`config.mk`:
```
export PLATFORM = sky130hd
export DESIGN_NAME = spi_status_readback_mux
export DESIGN_NICKNAME = d
export VERILOG_FILES = /design/src/rtl/spi_status_readback_mux.v /design/src/rtl/pin_sync.v
export VERILOG_INCLUDE_DIRS = /design/src /design/src/pkg
export SDC_FILE = /design/constraint.sdc
export NUM_CORES = 1
export LEC_CHECK = 0
export ABC_AREA = 0
export BUFFER_PORTS_ARGS = -buffer_cell sky130_fd_sc_hd__buf_2
export CAP_MARGIN = 5
export CORE_MARGIN = 2
export CORE_UTILIZATION = 47
export CTS_CLUSTER_SIZE = 12
export DETAILED_ROUTE_END_ITERATION = 12
export PLACE_DENSITY = 0.87
export SLEW_MARGIN = 20
export SYNTH_ARGS = -nofsm -noshare
export SYNTH_HDL_FRONTEND = slang
export SYNTH_SLANG_ARGS = --single-unit
```
`constraint.sdc`:
```
create_clock -name i_clock -period 1.8 [get_ports i_clock]
set_input_delay 0 -clock i_clock [delete_from_list [all_inputs] [get_ports i_clock]]
set_output_delay 0 -clock i_clock [all_outputs]
set_load 0.005 [all_outputs]
```
`src/pkg/readback_defines.vh`:
```
// Constants for the serial readback selector
`ifndef READBACK_DEFINES_VH
`define READBACK_DEFINES_VH

// ------------------------------------------------------------
// Message layout
// ------------------------------------------------------------
`define MSG_WIDTH 8
`define MSG_WD_BIT 7
`define MSG_ADDR_HI 6
`define MSG_ADDR_LO 4
`define MSG_SEL_HI 2
`define MSG_SEL_LO 0
`define STATUS_SELECT_ADDR 3'h0

// ------------------------------------------------------------
// Readback addresses
// ------------------------------------------------------------
`define RB_FAULT 3'h0
`define RB_SWITCH 3'h1
`define RB_OC_LEVEL 3'h2
`define RB_OC_TIMING 3'h3
`define RB_INPUT_CTRL 3'h4
`define RB_DELAY_WDOG 3'h5
`define RB_PINS_SUPPLY 3'h6
`define RB_NULL 3'h7

// ------------------------------------------------------------
// Fault word bit positions
// ------------------------------------------------------------
`define FLT_OT 6
`define FLT_OCH 5
`define FLT_OCL 4
`define FLT_OL 3
`define FLT_UV 2
`define FLT_OV 1
`define FLT_SUM 0

// ------------------------------------------------------------
// Reset values
// ------------------------------------------------------------
`define RST_SELECT 4'h7
`define RST_WD_BIT 1'h0
`define RST_FLAGS 7'h00
`define RST_BYTE 8'h00
`define RST_COUNT 3'h0

`endif

```
`src/rtl/spi_status_readback_mux.v`:
```
// Serial output word selection for the high-side switch SPI port
`timescale 1ns/100ps
`include "readback_defines.vh"

// Summary of operation
// [RQ1] Each transfer returns eight bits chosen by the previous valid message.
// [RQ2] Top returned bit is the watchdog toggle bit from the prior message.
// [RQ3] Low seven bits chosen by select bits of latest status-select command.
// [RQ4] Address 000 returns the live fault flag word.
// [RQ5] Fault word order: temp, oc high, oc low, open load, uv, ov, summary.
// [RQ6] Overcurrent high and low flags are latched once set.
// [RQ7] Undervoltage flag can be latched or follow the live condition.
// [RQ8] Summary fault flag clears when the fault word is read.
// [RQ9] Error indicator clears on new switch-on via SPI or input pin.
// [RQ10] Address 001 returns current-sense enable and SPI switch-on bits.
// [RQ11] Address 010 returns overcurrent high level and low level code.
// [RQ12] Address 011 returns blanking time, timeout active, open-load active.
// [RQ13] Address 100 returns the input-control and current-ratio settings.
// [RQ14] Address 101 extended 0 returns delay setting and fail-safe output state.
// [RQ15] Address 101 extended 1 returns watchdog settings and expiry flag.
// [RQ16] Address 110 extended 0 returns input, fail-safe select, wake pins.
// [RQ17] Address 110 extended 1 returns undervoltage and overvoltage disables.
// [RQ18] Address 111 returns zeros in the low selectable bits.
// [RQ19] Word loads at chip select fall, shifts out MSB first.
// [RQ20] Only transfers of a whole multiple of eight bits take effect.
// [RQ21] Selection holds until the next status-select command.
// [RQ22] Selection resets to the null address.
module spi_status_readback_mux (
    input wire i_clock,
    input wire i_rst,
    input wire i_spi_cs_n,
    input wire i_spi_sck,
    input wire i_spi_si,
    output reg o_spi_so,
    output reg o_spi_so_oe,
    output reg [7:0] o_rx_word,
    output reg o_rx_valid,
    input wire i_in_pin,
    input wire i_failsafe_select_pin,
    input wire i_wake_pin,
    input wire i_over_temperature,
    input wire i_overcurrent_high,
    input wire i_overcurrent_low,
    input wire i_open_load,
    input wire i_undervoltage,
    input wire i_overvoltage,
    input wire i_uv_latch_mode,
    input wire i_current_sense_enable,
    input wire i_spi_switch_on,
    input wire i_oc_high_level,
    input wire [2:0] i_oc_low_level,
    input wire [1:0] i_oc_blanking,
    input wire i_oc_timeout_active,
    input wire i_open_load_active,
    input wire [3:0] i_input_control_config,
    input wire [2:0] i_switching_delay_config,
    input wire i_failsafe_output_state,
    input wire [1:0] i_watchdog_config,
    input wire i_watchdog_expired_flag,
    input wire i_uv_protect_disable,
    input wire i_ov_protect_disable,
    output reg o_error_indicator_output,
    output reg [6:0] o_fault_flag_word
);

    // ------------------------------------------------------------
    // Pin synchronisers
    // ------------------------------------------------------------
    wire [5:0] pins_sync;
    wire cs_n_s;
    wire sck_s;
    wire si_s;
    wire in_pin_s;
    wire fsi_pin_s;
    wire wake_pin_s;

    pin_sync #(
        .WIDTH(6)
    ) u_pin_sync (
        .i_clock(i_clock),
        .i_rst(i_rst),
        .i_async({~i_spi_cs_n, i_spi_sck, i_spi_si, i_in_pin, i_failsafe_select_pin,
            i_wake_pin}),
        .o_sync(pins_sync)
    );

    assign cs_n_s = ~pins_sync[5]; // Synced inverted so reset reads as idle, no false frame
    assign sck_s = pins_sync[4];
    assign si_s = pins_sync[3];
    assign in_pin_s = pins_sync[2];
    assign fsi_pin_s = pins_sync[1];
    assign wake_pin_s = pins_sync[0];

    // ------------------------------------------------------------
    // Edge detection
    // ------------------------------------------------------------
    reg cs_n_d_r;
    reg sck_d_r;
    reg in_pin_d_r;
    reg spi_on_d_r;

    wire cs_fall = cs_n_d_r & ~cs_n_s;
    wire cs_rise = ~cs_n_d_r & cs_n_s;
    wire framed = ~cs_n_s & ~cs_n_d_r;
    wire sck_rise = framed & ~sck_d_r & sck_s;
    wire sck_fall = framed & sck_d_r & ~sck_s;
    wire switch_on_evt = (in_pin_s & ~in_pin_d_r) | (i_spi_switch_on & ~spi_on_d_r);

    always @(posedge i_clock or posedge i_rst) begin
        if (i_rst) begin
            cs_n_d_r <= 1'h1;
            sck_d_r <= 1'h0;
            in_pin_d_r <= 1'h0;
            spi_on_d_r <= 1'h0;
        end else begin
            cs_n_d_r <= cs_n_s;
            sck_d_r <= sck_s;
            in_pin_d_r <= in_pin_s;
            spi_on_d_r <= i_spi_switch_on;
        end
    end

    // ------------------------------------------------------------
    // Transfer state
    // ------------------------------------------------------------
    reg [7:0] shift_r;
    reg [2:0] bit_cnt_r;
    reg any_bit_r;
    reg [3:0] select_r;
    reg wd_bit_r;
    reg fault_loaded_r;
    reg [6:0] flags_r;
    reg [6:0] low_word;

    wire valid_end = cs_rise & any_bit_r & (bit_cnt_r == `RST_COUNT);
    wire [2:0] rx_addr = shift_r[`MSG_ADDR_HI:`MSG_ADDR_LO];
    wire fault_read = valid_end & fault_loaded_r;

    // ------------------------------------------------------------
    // Fault flags
    // ------------------------------------------------------------
    wire any_fault = i_over_temperature | i_overcurrent_high | i_overcurrent_low |
        i_open_load | i_undervoltage | i_overvoltage;
    reg [6:0] flags_nxt;

    always @* begin
        flags_nxt = flags_r;
        // Live flags follow the condition
        flags_nxt[`FLT_OT] = i_over_temperature;
        flags_nxt[`FLT_OL] = i_open_load;
        flags_nxt[`FLT_OV] = i_overvoltage;
        // [RQ8] Read clears summary
        if (fault_read) begin
            flags_nxt[`FLT_SUM] = 1'h0;
            flags_nxt[`FLT_OCH] = 1'h0;
            flags_nxt[`FLT_OCL] = 1'h0;
            flags_nxt[`FLT_UV] = 1'h0;
        end
        // [RQ6] Overcurrent flags latch, set wins
        if (i_overcurrent_high) begin
            flags_nxt[`FLT_OCH] = 1'h1;
        end
        if (i_overcurrent_low) begin
            flags_nxt[`FLT_OCL] = 1'h1;
        end
        // [RQ7] Undervoltage latched or live
        if (i_uv_latch_mode) begin
            if (i_undervoltage) begin
                flags_nxt[`FLT_UV] = 1'h1;
            end
        end else begin
            flags_nxt[`FLT_UV] = i_undervoltage;
        end
        // Summary set wins over the read clear
        if (any_fault) begin
            flags_nxt[`FLT_SUM] = 1'h1;
        end
    end

    always @(posedge i_clock or posedge i_rst) begin
        if (i_rst) begin
            flags_r <= `RST_FLAGS;
        end else begin
            flags_r <= flags_nxt;
        end
    end

    // ------------------------------------------------------------
    // Error indicator pin
    // ------------------------------------------------------------
    always @(posedge i_clock or posedge i_rst) begin
        if (i_rst) begin
            o_error_indicator_output <= 1'h0;
        end else if (any_fault) begin
            // Fault held over a switch-on keeps the pin set
            o_error_indicator_output <= 1'h1;
        // [RQ9] Switch-on clears indicator
        end else if (switch_on_evt) begin
            o_error_indicator_output <= 1'h0;
        end
    end

    // ------------------------------------------------------------
    // Readback word selection
    // ------------------------------------------------------------
    always @* begin
        low_word = 7'h00;
        // [RQ3] Select lower bits
        case (select_r[2:0])
            // [RQ4] Live fault word
            `RB_FAULT: begin
                // [RQ5] Fault bit order
                low_word = flags_r;
            end
            // [RQ10] Switch control bits
            `RB_SWITCH: begin
                low_word = {`RB_SWITCH, 2'h0, i_current_sense_enable, i_spi_switch_on};
            end
            // [RQ11] Overcurrent levels
            `RB_OC_LEVEL: begin
                low_word = {`RB_OC_LEVEL, i_oc_high_level, i_oc_low_level};
            end
            // [RQ12] Overcurrent timing
            `RB_OC_TIMING: begin
                low_word = {`RB_OC_TIMING, i_open_load_active, i_oc_timeout_active,
                    i_oc_blanking};
            end
            // [RQ13] Input control settings
            `RB_INPUT_CTRL: begin
                low_word = {`RB_INPUT_CTRL, i_input_control_config};
            end
            `RB_DELAY_WDOG: begin
                if (select_r[3]) begin
                    // [RQ15] Watchdog settings
                    low_word = {`RB_DELAY_WDOG, 1'h0, i_watchdog_expired_flag,
                        i_watchdog_config};
                end else begin
                    // [RQ14] Delay and fail-safe state
                    low_word = {`RB_DELAY_WDOG, i_failsafe_output_state,
                        i_switching_delay_config};
                end
            end
            `RB_PINS_SUPPLY: begin
                if (select_r[3]) begin
                    // [RQ17] Supply protection disables
                    low_word = {`RB_PINS_SUPPLY, 2'h0, i_uv_protect_disable,
                        i_ov_protect_disable};
                end else begin
                    // [RQ16] Sampled pin levels
                    low_word = {`RB_PINS_SUPPLY, 1'h0, in_pin_s, fsi_pin_s, wake_pin_s};
                end
            end
            // [RQ18] Null address returns zeros
            `RB_NULL: begin
                low_word = 7'h00;
            end
            default: begin
                low_word = 7'h00;
            end
        endcase
    end

    // ------------------------------------------------------------
    // Shift engine
    // ------------------------------------------------------------
    always @(posedge i_clock or posedge i_rst) begin
        if (i_rst) begin
            shift_r <= `RST_BYTE;
            bit_cnt_r <= `RST_COUNT;
            any_bit_r <= 1'h0;
            fault_loaded_r <= 1'h0;
            o_spi_so <= 1'h0;
            o_spi_so_oe <= 1'h0;
        end else if (cs_fall) begin
            // [RQ19] Load at chip select fall
            // [RQ1] Word chosen by previous message
            // [RQ2] Prior watchdog bit on top
            shift_r <= {wd_bit_r, low_word};
            o_spi_so <= wd_bit_r;
            o_spi_so_oe <= 1'h1;
            bit_cnt_r <= `RST_COUNT;
            any_bit_r <= 1'h0;
            fault_loaded_r <= (select_r[2:0] == `RB_FAULT);
        end else if (cs_rise) begin
            // Output released between frames
            o_spi_so_oe <= 1'h0;
        end else if (sck_rise) begin
            // [RQ19] Input bits enter at the bottom
            shift_r <= {shift_r[6:0], si_s};
            bit_cnt_r <= bit_cnt_r + 3'h1;
            any_bit_r <= 1'h1;
        end else if (sck_fall) begin
            // [RQ19] Next bit MSB first; later bits echo input
            o_spi_so <= shift_r[7];
        end
    end

    // ------------------------------------------------------------
    // Commit of a finished message
    // ------------------------------------------------------------
    always @(posedge i_clock or posedge i_rst) begin
        if (i_rst) begin
            // [RQ22] Null selection after reset
            select_r <= `RST_SELECT;
            wd_bit_r <= `RST_WD_BIT;
            o_rx_word <= `RST_BYTE;
            o_rx_valid <= 1'h0;
        end else begin
            o_rx_valid <= 1'h0;
            // [RQ20] Only whole bytes take effect
            if (valid_end) begin
                // Daisy chains leave this device the last byte
                o_rx_word <= shift_r;
                o_rx_valid <= 1'h1;
                wd_bit_r <= shift_r[`MSG_WD_BIT];
                // [RQ21] Only status-select changes selection
                if (rx_addr == `STATUS_SELECT_ADDR) begin
                    select_r <= {shift_r[`MSG_WD_BIT], shift_r[`MSG_SEL_HI:`MSG_SEL_LO]};
                end
            end
        end
    end

    // ------------------------------------------------------------
    // Fault word view
    // ------------------------------------------------------------
    always @(posedge i_clock or posedge i_rst) begin
        if (i_rst) begin
            o_fault_flag_word <= `RST_FLAGS;
        end else begin
            o_fault_flag_word <= flags_nxt;
        end
    end

endmodule // spi_status_readback_mux

```
`src/rtl/pin_sync.v`:
```
// Two-stage synchroniser for a group of pin inputs
`timescale 1ns/100ps

module pin_sync #(
    parameter WIDTH = 1
) (
    input wire i_clock,
    input wire i_rst,
    input wire [WIDTH-1:0] i_async,
    output wire [WIDTH-1:0] o_sync
);

    // ------------------------------------------------------------
    // Per-bit flop pair
    // ------------------------------------------------------------
    genvar g;
    generate
        for (g = 0; g < WIDTH; g = g + 1) begin : g_bit
            reg meta_r;
            reg sync_r;
            // First stage is read only by the second
            always @(posedge i_clock or posedge i_rst) begin
                if (i_rst) begin
                    meta_r <= 1'h0;
                    sync_r <= 1'h0;
                end else begin
                    meta_r <= i_async[g];
                    sync_r <= meta_r;
                end
            end
            assign o_sync[g] = sync_r;
        end
    endgenerate

endmodule // pin_sync

```
---- Word-level counts from Yosys, hierarchy flattened ----
Cells that the tools add are included.
storage, ports and cells
  word-level logic and storage cells ...... 109
  output and inout bits ................... 19
  register bits after elaboration ......... 53
  bits of input ports ..................... 38
cells by class
  bitwise gates (word level) .............. 25
  eq/ne operators ......................... 10
  $add $sub $neg .......................... 1
  muxes and demuxes ....................... 28
  reduce and logical (&&, ||, !) cells .... 13
operators by type and width
  kind                                                              number
  7-bit case mux with 8 select lines                                1
  8-bit two-way mux                                                 3
  1-bit two-way mux                                                 18
  2-bit nonzero test                                                7
  1-bit bitwise AND                                                 12
  3-bit == test (second input constant)                             4
  3-bit two-way mux                                                 4
  3-bit zero test                                                   3
  1-bit NOT                                                         7
  3-bit by 2-bit == test with 1-bit output (second input constant)  2
  1-bit bitwise OR                                                  6
  4-bit two-way mux                                                 1
  2-bit != test (second input constant)                             2
  2-bit AND reduction                                               2
  3-bit by 1-bit adder with 3-bit output (second input constant)    1
  3-bit by 1-bit == test with 1-bit output (second input constant)  1
  3-bit by 2-bit != test with 1-bit output (second input constant)  1
  3-bit AND reduction                                               1
  2-bit two-way mux                                                 1

---- Logic depth before layout (Yosys ltp) ----
  word-level depth ........................ 8
  depth in mapped cells ................... 7
  depth with buffers taken out ............ 6

---- By module ----
Synthesis repeated with hierarchy kept, for this count alone.
unflattened totals
  cell total of the unflattened synthesis .. 225
  area, all modules ....................... 2407.3 um^2
by module, submodules not included
  module                   sequential area each (um^2)  area each (um^2)  cells an instance  times used
  spi_status_readback_mux  1006.0                       2058.2            206                1
  pin_sync                 300.3                        349.1             19                 1

---- Least setup slack after synthesis ----
Ideal clock, no wire load.
  path kind ............................... register -> register
  from .................................... register u_pin_sync.g_bit[5].sync_r
  to ...................................... register select_r[3]
  clock period less this slack ............ 1.786 ns
  setup time .............................. 0.125 ns
  path slack .............................. 0.014 ns
  required time ........................... 1.675 ns
  path buffers ............................ 1
  stages on the path, launching flop included .. 7
  arrival time ............................ 1.661 ns
  cell sequence ........................... dfrtp_1 inv_1 ha_1 nand4b_4 or4_4 buf_6 mux2_4
between the ends
  longest elaborated chain between the ends .. 5
ends and longest elaborated chain
  item                            RTL line                       source
  start: declaration              pin_sync.v:20                  reg sync_r;
  start signal: assignment        pin_sync.v:28                  sync_r <= meta_r;
  1-bit NOT                       spi_status_readback_mux.v:87   assign cs_n_s = ~pins_sync[5];
  via cs_n_s                      spi_status_readback_mux.v:70   wire cs_n_s;
  1-bit bitwise AND               spi_status_readback_mux.v:103  wire cs_rise = ~cs_n_d_r & cs_n_s;
  1-bit bitwise AND (2 in a row)  spi_status_readback_mux.v:135  wire valid_end = cs_rise & any_bit_r & (bit_cnt_r == `RST_COUNT);
  2-bit AND reduction (no line)   n/a
  end signal: assignment          spi_status_readback_mux.v:304  select_r <= `RST_SELECT;
  end signal: assignment          spi_status_readback_mux.v:318  select_r <= {shift_r[`MSG_WD_BIT], shift_r[`MSG_SEL_HI:`MSG_SEL_LO]};
  end: declaration                spi_status_readback_mux.v:129  reg [3:0] select_r;
The timed path passes the listed nets, and every way through them passes these cells.
A chain may end at the register's enable or synchronous reset.

---- Worst setup path in the final report ----
Ends and elaborated chain as after synthesis.

==> impl_metrics.csv <==
group,metric,value,unit
drt,ant_nets,0,
floorplan,rows,25,
sta,post-route-period-util,0.992,
floorplan,initial_core_util,0.487,
global_route,use_met2,0.345,
finish,syn_to_final_growth,29.6,%
floorplan,dieHeight,73.7,um
status,status,"completed",
clock_tree,worstSkewPairLatency,0.32,ns
hold_path,min_from,"i_oc_timeout_active",
clock_tree,h-tree-depth,2,
global_route,grt_pass1_wl,8550,um
drt,finalWirelength,5320,um
synthesis,yosys_register_bits,52,
global_route,grt_max_degree,25,
finish,nNetsFinal,332,
placed_design,dp_slack,0.0317,ns
synthesis,synth.distinct_cells,42,
global_route,globalRouteTotalUtil,0.209,
worst_setup_path,critical_path_required,1.99,ns
sta,finalSetupViolCount,0,
finish,post-route-util,0.631,
global_route,use_met1,0.273,
hold_path,hold_class,"input port to register",
worst_setup_path,crit_chain,"inv_2, ha_4, nand4b_4, or4_4, mux2_4",
drt,vias,1882,
placed_design,io_buffer_count,56,
hold_path,holdPathStages,3,
finish,drive_gt1_frac,0.363,
sta,rsz0062_at_grt,"true",
global_route,grt.busiest_layer,"met2",
worst_setup_path,critPathSlowestCell,"or4_4",
synthesis,syn_avg_cell_area,11.1,um2
sta,fin_ws,0.0144,ns
sta,fmax,560,MHz
floorplan,io-pin-count,57,
worst_setup_path,worstSetupStartpointType,"register",
global_route,antenna_found_initial,0,
worst_setup_path,ff2ff_path_depth,5,
sta,relSlewSlack,0.677,
worst_setup_path,crit_start,"u_pin_sync.g_bit[5].sync_r",
clock_tree,cts_max_path_buffers,2,
worst_setup_path,reg2reg_slack,0.01,ns
power_and_ir_drop,powerDensity,1070,nW/um2
drt,wire_per_inst,15.5,um
worst_setup_path,arrival,1.98,ns
synthesis,syn-instance-count,205,
finish,fin_area,2960,um2
synthesis,yosysSeqAreaShare,0.572,
sta,skew,0.0177,ns
sta,period_needed,1.79,ns
drt,vias_per_cell,5.49,
placed_design,place_inst,316,
worst_setup_path,r2r_end,"select_r[3]",
floorplan,die_w,73.7,um
worst_setup_path,cp_max_fo,4,
global_route,use_met3,0.0384,
worst_setup_path,crit_type,"register to register",
synthesis,syn_area,2280,um2
placed_design,placed_area,2660,um2
placed_design,dpl.hpwl,3720,um
floorplan,core,4690,um2
clock_tree,numCtsBuffers,5,
placed_design,place_congestion,0.870,
clock_tree,cts_root_buf,"clkbuf_8",
hold_path,min_to,"shift_r[2]",
finish,fillCellCount,341,
worst_setup_path,end_kind,"register",
drt,drc,0,
global_route,overflow,0,
power_and_ir_drop,vdd_drop_max,0.590,mV
sta,hold_viol,0,
sta,drv_slew,0,
synthesis,yosysWarnings,0,
drt,first_pass_iters,4,
floorplan,die_area,5430,um2
synthesis,synth_nets,249,
worst_setup_path,cp_slowest_stage_delay,0.55,ns
global_route,grt_pass1_vias,1808,
sta,fin_tns_setup,0,ns
sta,tightest_slew,0.483,ns
run,max_cap_violations,0,
clock_tree,cts_tree,"yes",
finish,n_antenna_cell,0,
clock_tree,clock_sinks,52,
worst_setup_path,r2r_start,"u_pin_sync.g_bit[5].sync_r",
drt,drtIter0Drc,203,
finish,finalNonFillerCells,343,
power_and_ir_drop,p_leak,1.41,nW
clock_tree,clkTransAtPathRegs,0.10,ns
[cell type report]
class,instances,area (um2),area share
multi-input cells,130,908,0.307
clock buffers,5,68.8,0.0232
repair buffers,85,536,0.181
clock inverters,3,21.3,0.00719
flip-flops and latches,52,1310,0.441
inverters,14,52.6,0.0178
well taps,54,67.6,0.0228
[cell usage after synthesis]
cell type | count | area share
dfrtp_1 | 48 | 0.53
o22ai_1 | 1 | 0.0027
nand2b_1 | 3 | 0.0082
a22oi_1 | 4 | 0.013
a221oi_1 | 3 | 0.012
nand4b_4 | 1 | 0.010
clkinv_1 | 1 | 0.0016
a21o_1 | 5 | 0.016
a21o_2 | 1 | 0.0038
nor3b_1 | 1 | 0.0033
mux2_4 | 4 | 0.026
clkbuf_1 | 3 | 0.0049
o221a_2 | 1 | 0.0049
a2111oi_0 | 2 | 0.0077
nand2_1 | 33 | 0.054
nor4_1 | 1 | 0.0027
nor2b_1 | 3 | 0.0082
ha_1 | 6 | 0.033
buf_4 | 1 | 0.0033
inv_1 | 13 | 0.021
buf_6 | 1 | 0.0049
a21oi_1 | 5 | 0.011
o21a_1 | 1 | 0.0033
or4_4 | 1 | 0.0049
a31o_2 | 2 | 0.0077
a221o_1 | 1 | 0.0044
o211ai_1 | 1 | 0.0033
mux2i_1 | 6 | 0.026
nand3b_1 | 2 | 0.0066
mux2_2 | 2 | 0.0099
a311oi_1 | 2 | 0.0077
nor4b_1 | 1 | 0.0038
o221ai_1 | 1 | 0.0038
nand3_1 | 1 | 0.0022
dfstp_2 | 4 | 0.046
nor3_2 | 1 | 0.0044
o31ai_1 | 1 | 0.0033
nor3_1 | 1 | 0.0022
o21ai_0 | 15 | 0.033
nor2_1 | 12 | 0.020
a22o_1 | 5 | 0.019
buf_2 | 4 | 0.0088
[critical path, delay by kind of cell, from the launching register on]
family        cells  cell delay (ns)
simple gates      2             0.66
flops             1             0.43
fa+ha+maj         1             0.15
mux               1             0.31
buf+inv           1             0.11
[what timing repair did]
| action | CTS | global route |
|---|---|---|
| setup endpoints to repair | 0 | 10 |
| hold buffers | 15 | 0 |
| setup buffers | 0 | 5 |
| endpoints found under the hold margin | 34 | 0 |
| gates resized for setup | 0 | 12 |
[cells in the final DEF (no fill, tap or decap), types with 4 or more instances in the layout]
cell / count
dlygate4sd3_1: 15
dfstp_2: 4
dfrtp_1: 48
a21o_1: 4
buf_4: 14
nand2_1: 33
a21oi_1: 5
mux2i_1: 6
inv_1: 8
a22o_1: 5
nor2_1: 12
o21ai_0: 15
inv_2: 5
buf_2: 56
a22oi_1: 4
mux2_4: 4
clkbuf_8: 5
[logic make-up (layout without fill, tap and decap cells)]
logic type | Yosys count | count (layout) | share of synthesized area
adders and majority gates | 6 | 6 | 0.0329
DFF | 52 | 52 | 0.572
and+or+nand+nor | 61 | 61 | 0.131
AOI/OAI and AO/OA | 51 | 51 | 0.157
buffers and inverters | 23 | 107 | 0.0449
muxes | 12 | 12 | 0.0625
[registers in the layout, indices dropped and copies added (netlist names), 3 cells and up]
| signal | count |
|---|---|
| o_rx_word | 8 |
| shift_r | 8 |
| u_pin_sync.g_bit.meta_r | 6 |
| o_fault_flag_word | 7 |
| select_r | 4 |
| bit_cnt_r | 3 |
| u_pin_sync.g_bit.sync_r | 6 |
[how the worst max path moves through the flow]
stage	end	slack [ns]	cells past startpoint
after floorplan	select_r[3]	0.01	6
after global placement	select_r[3]	0.10	5
after detailed placement	bit_cnt_r[2]	0.03	6
after CTS	bit_cnt_r[2]	0.008	6
after global routing	bit_cnt_r[2]	-0.03	6
final	select_r[3]	0.01	5
[metrics by stage]
step           hold WS, ns  power, mW
6_report            0.0592       3.16
5_1_grt             0.0945       3.36
4_1_cts             0.0565       3.12
3_5_place_dp        0.0453       2.43
3_3_place_gp        0.0454       2.40
2_1_floorplan       0.0314       2.12
[report_power, final]
part / switching [mW] / internal [mW]
sequential: 0.220 / 1.41
clock: 0.392 / 0.276
combinational: 0.417 / 0.446
total: 1.03 / 2.13
[routing by layer]
layer | routed length (um) | up-vias | share of wire
met5 | 0 | - | 0
met4 | 123 | 0 | 0.023
met3 | 237 | 12 | 0.045
met2 | 2670 | 63 | 0.50
met1 | 2290 | 927 | 0.43
li1 | - | 880 | -
(Power assumes the default switching activity.)
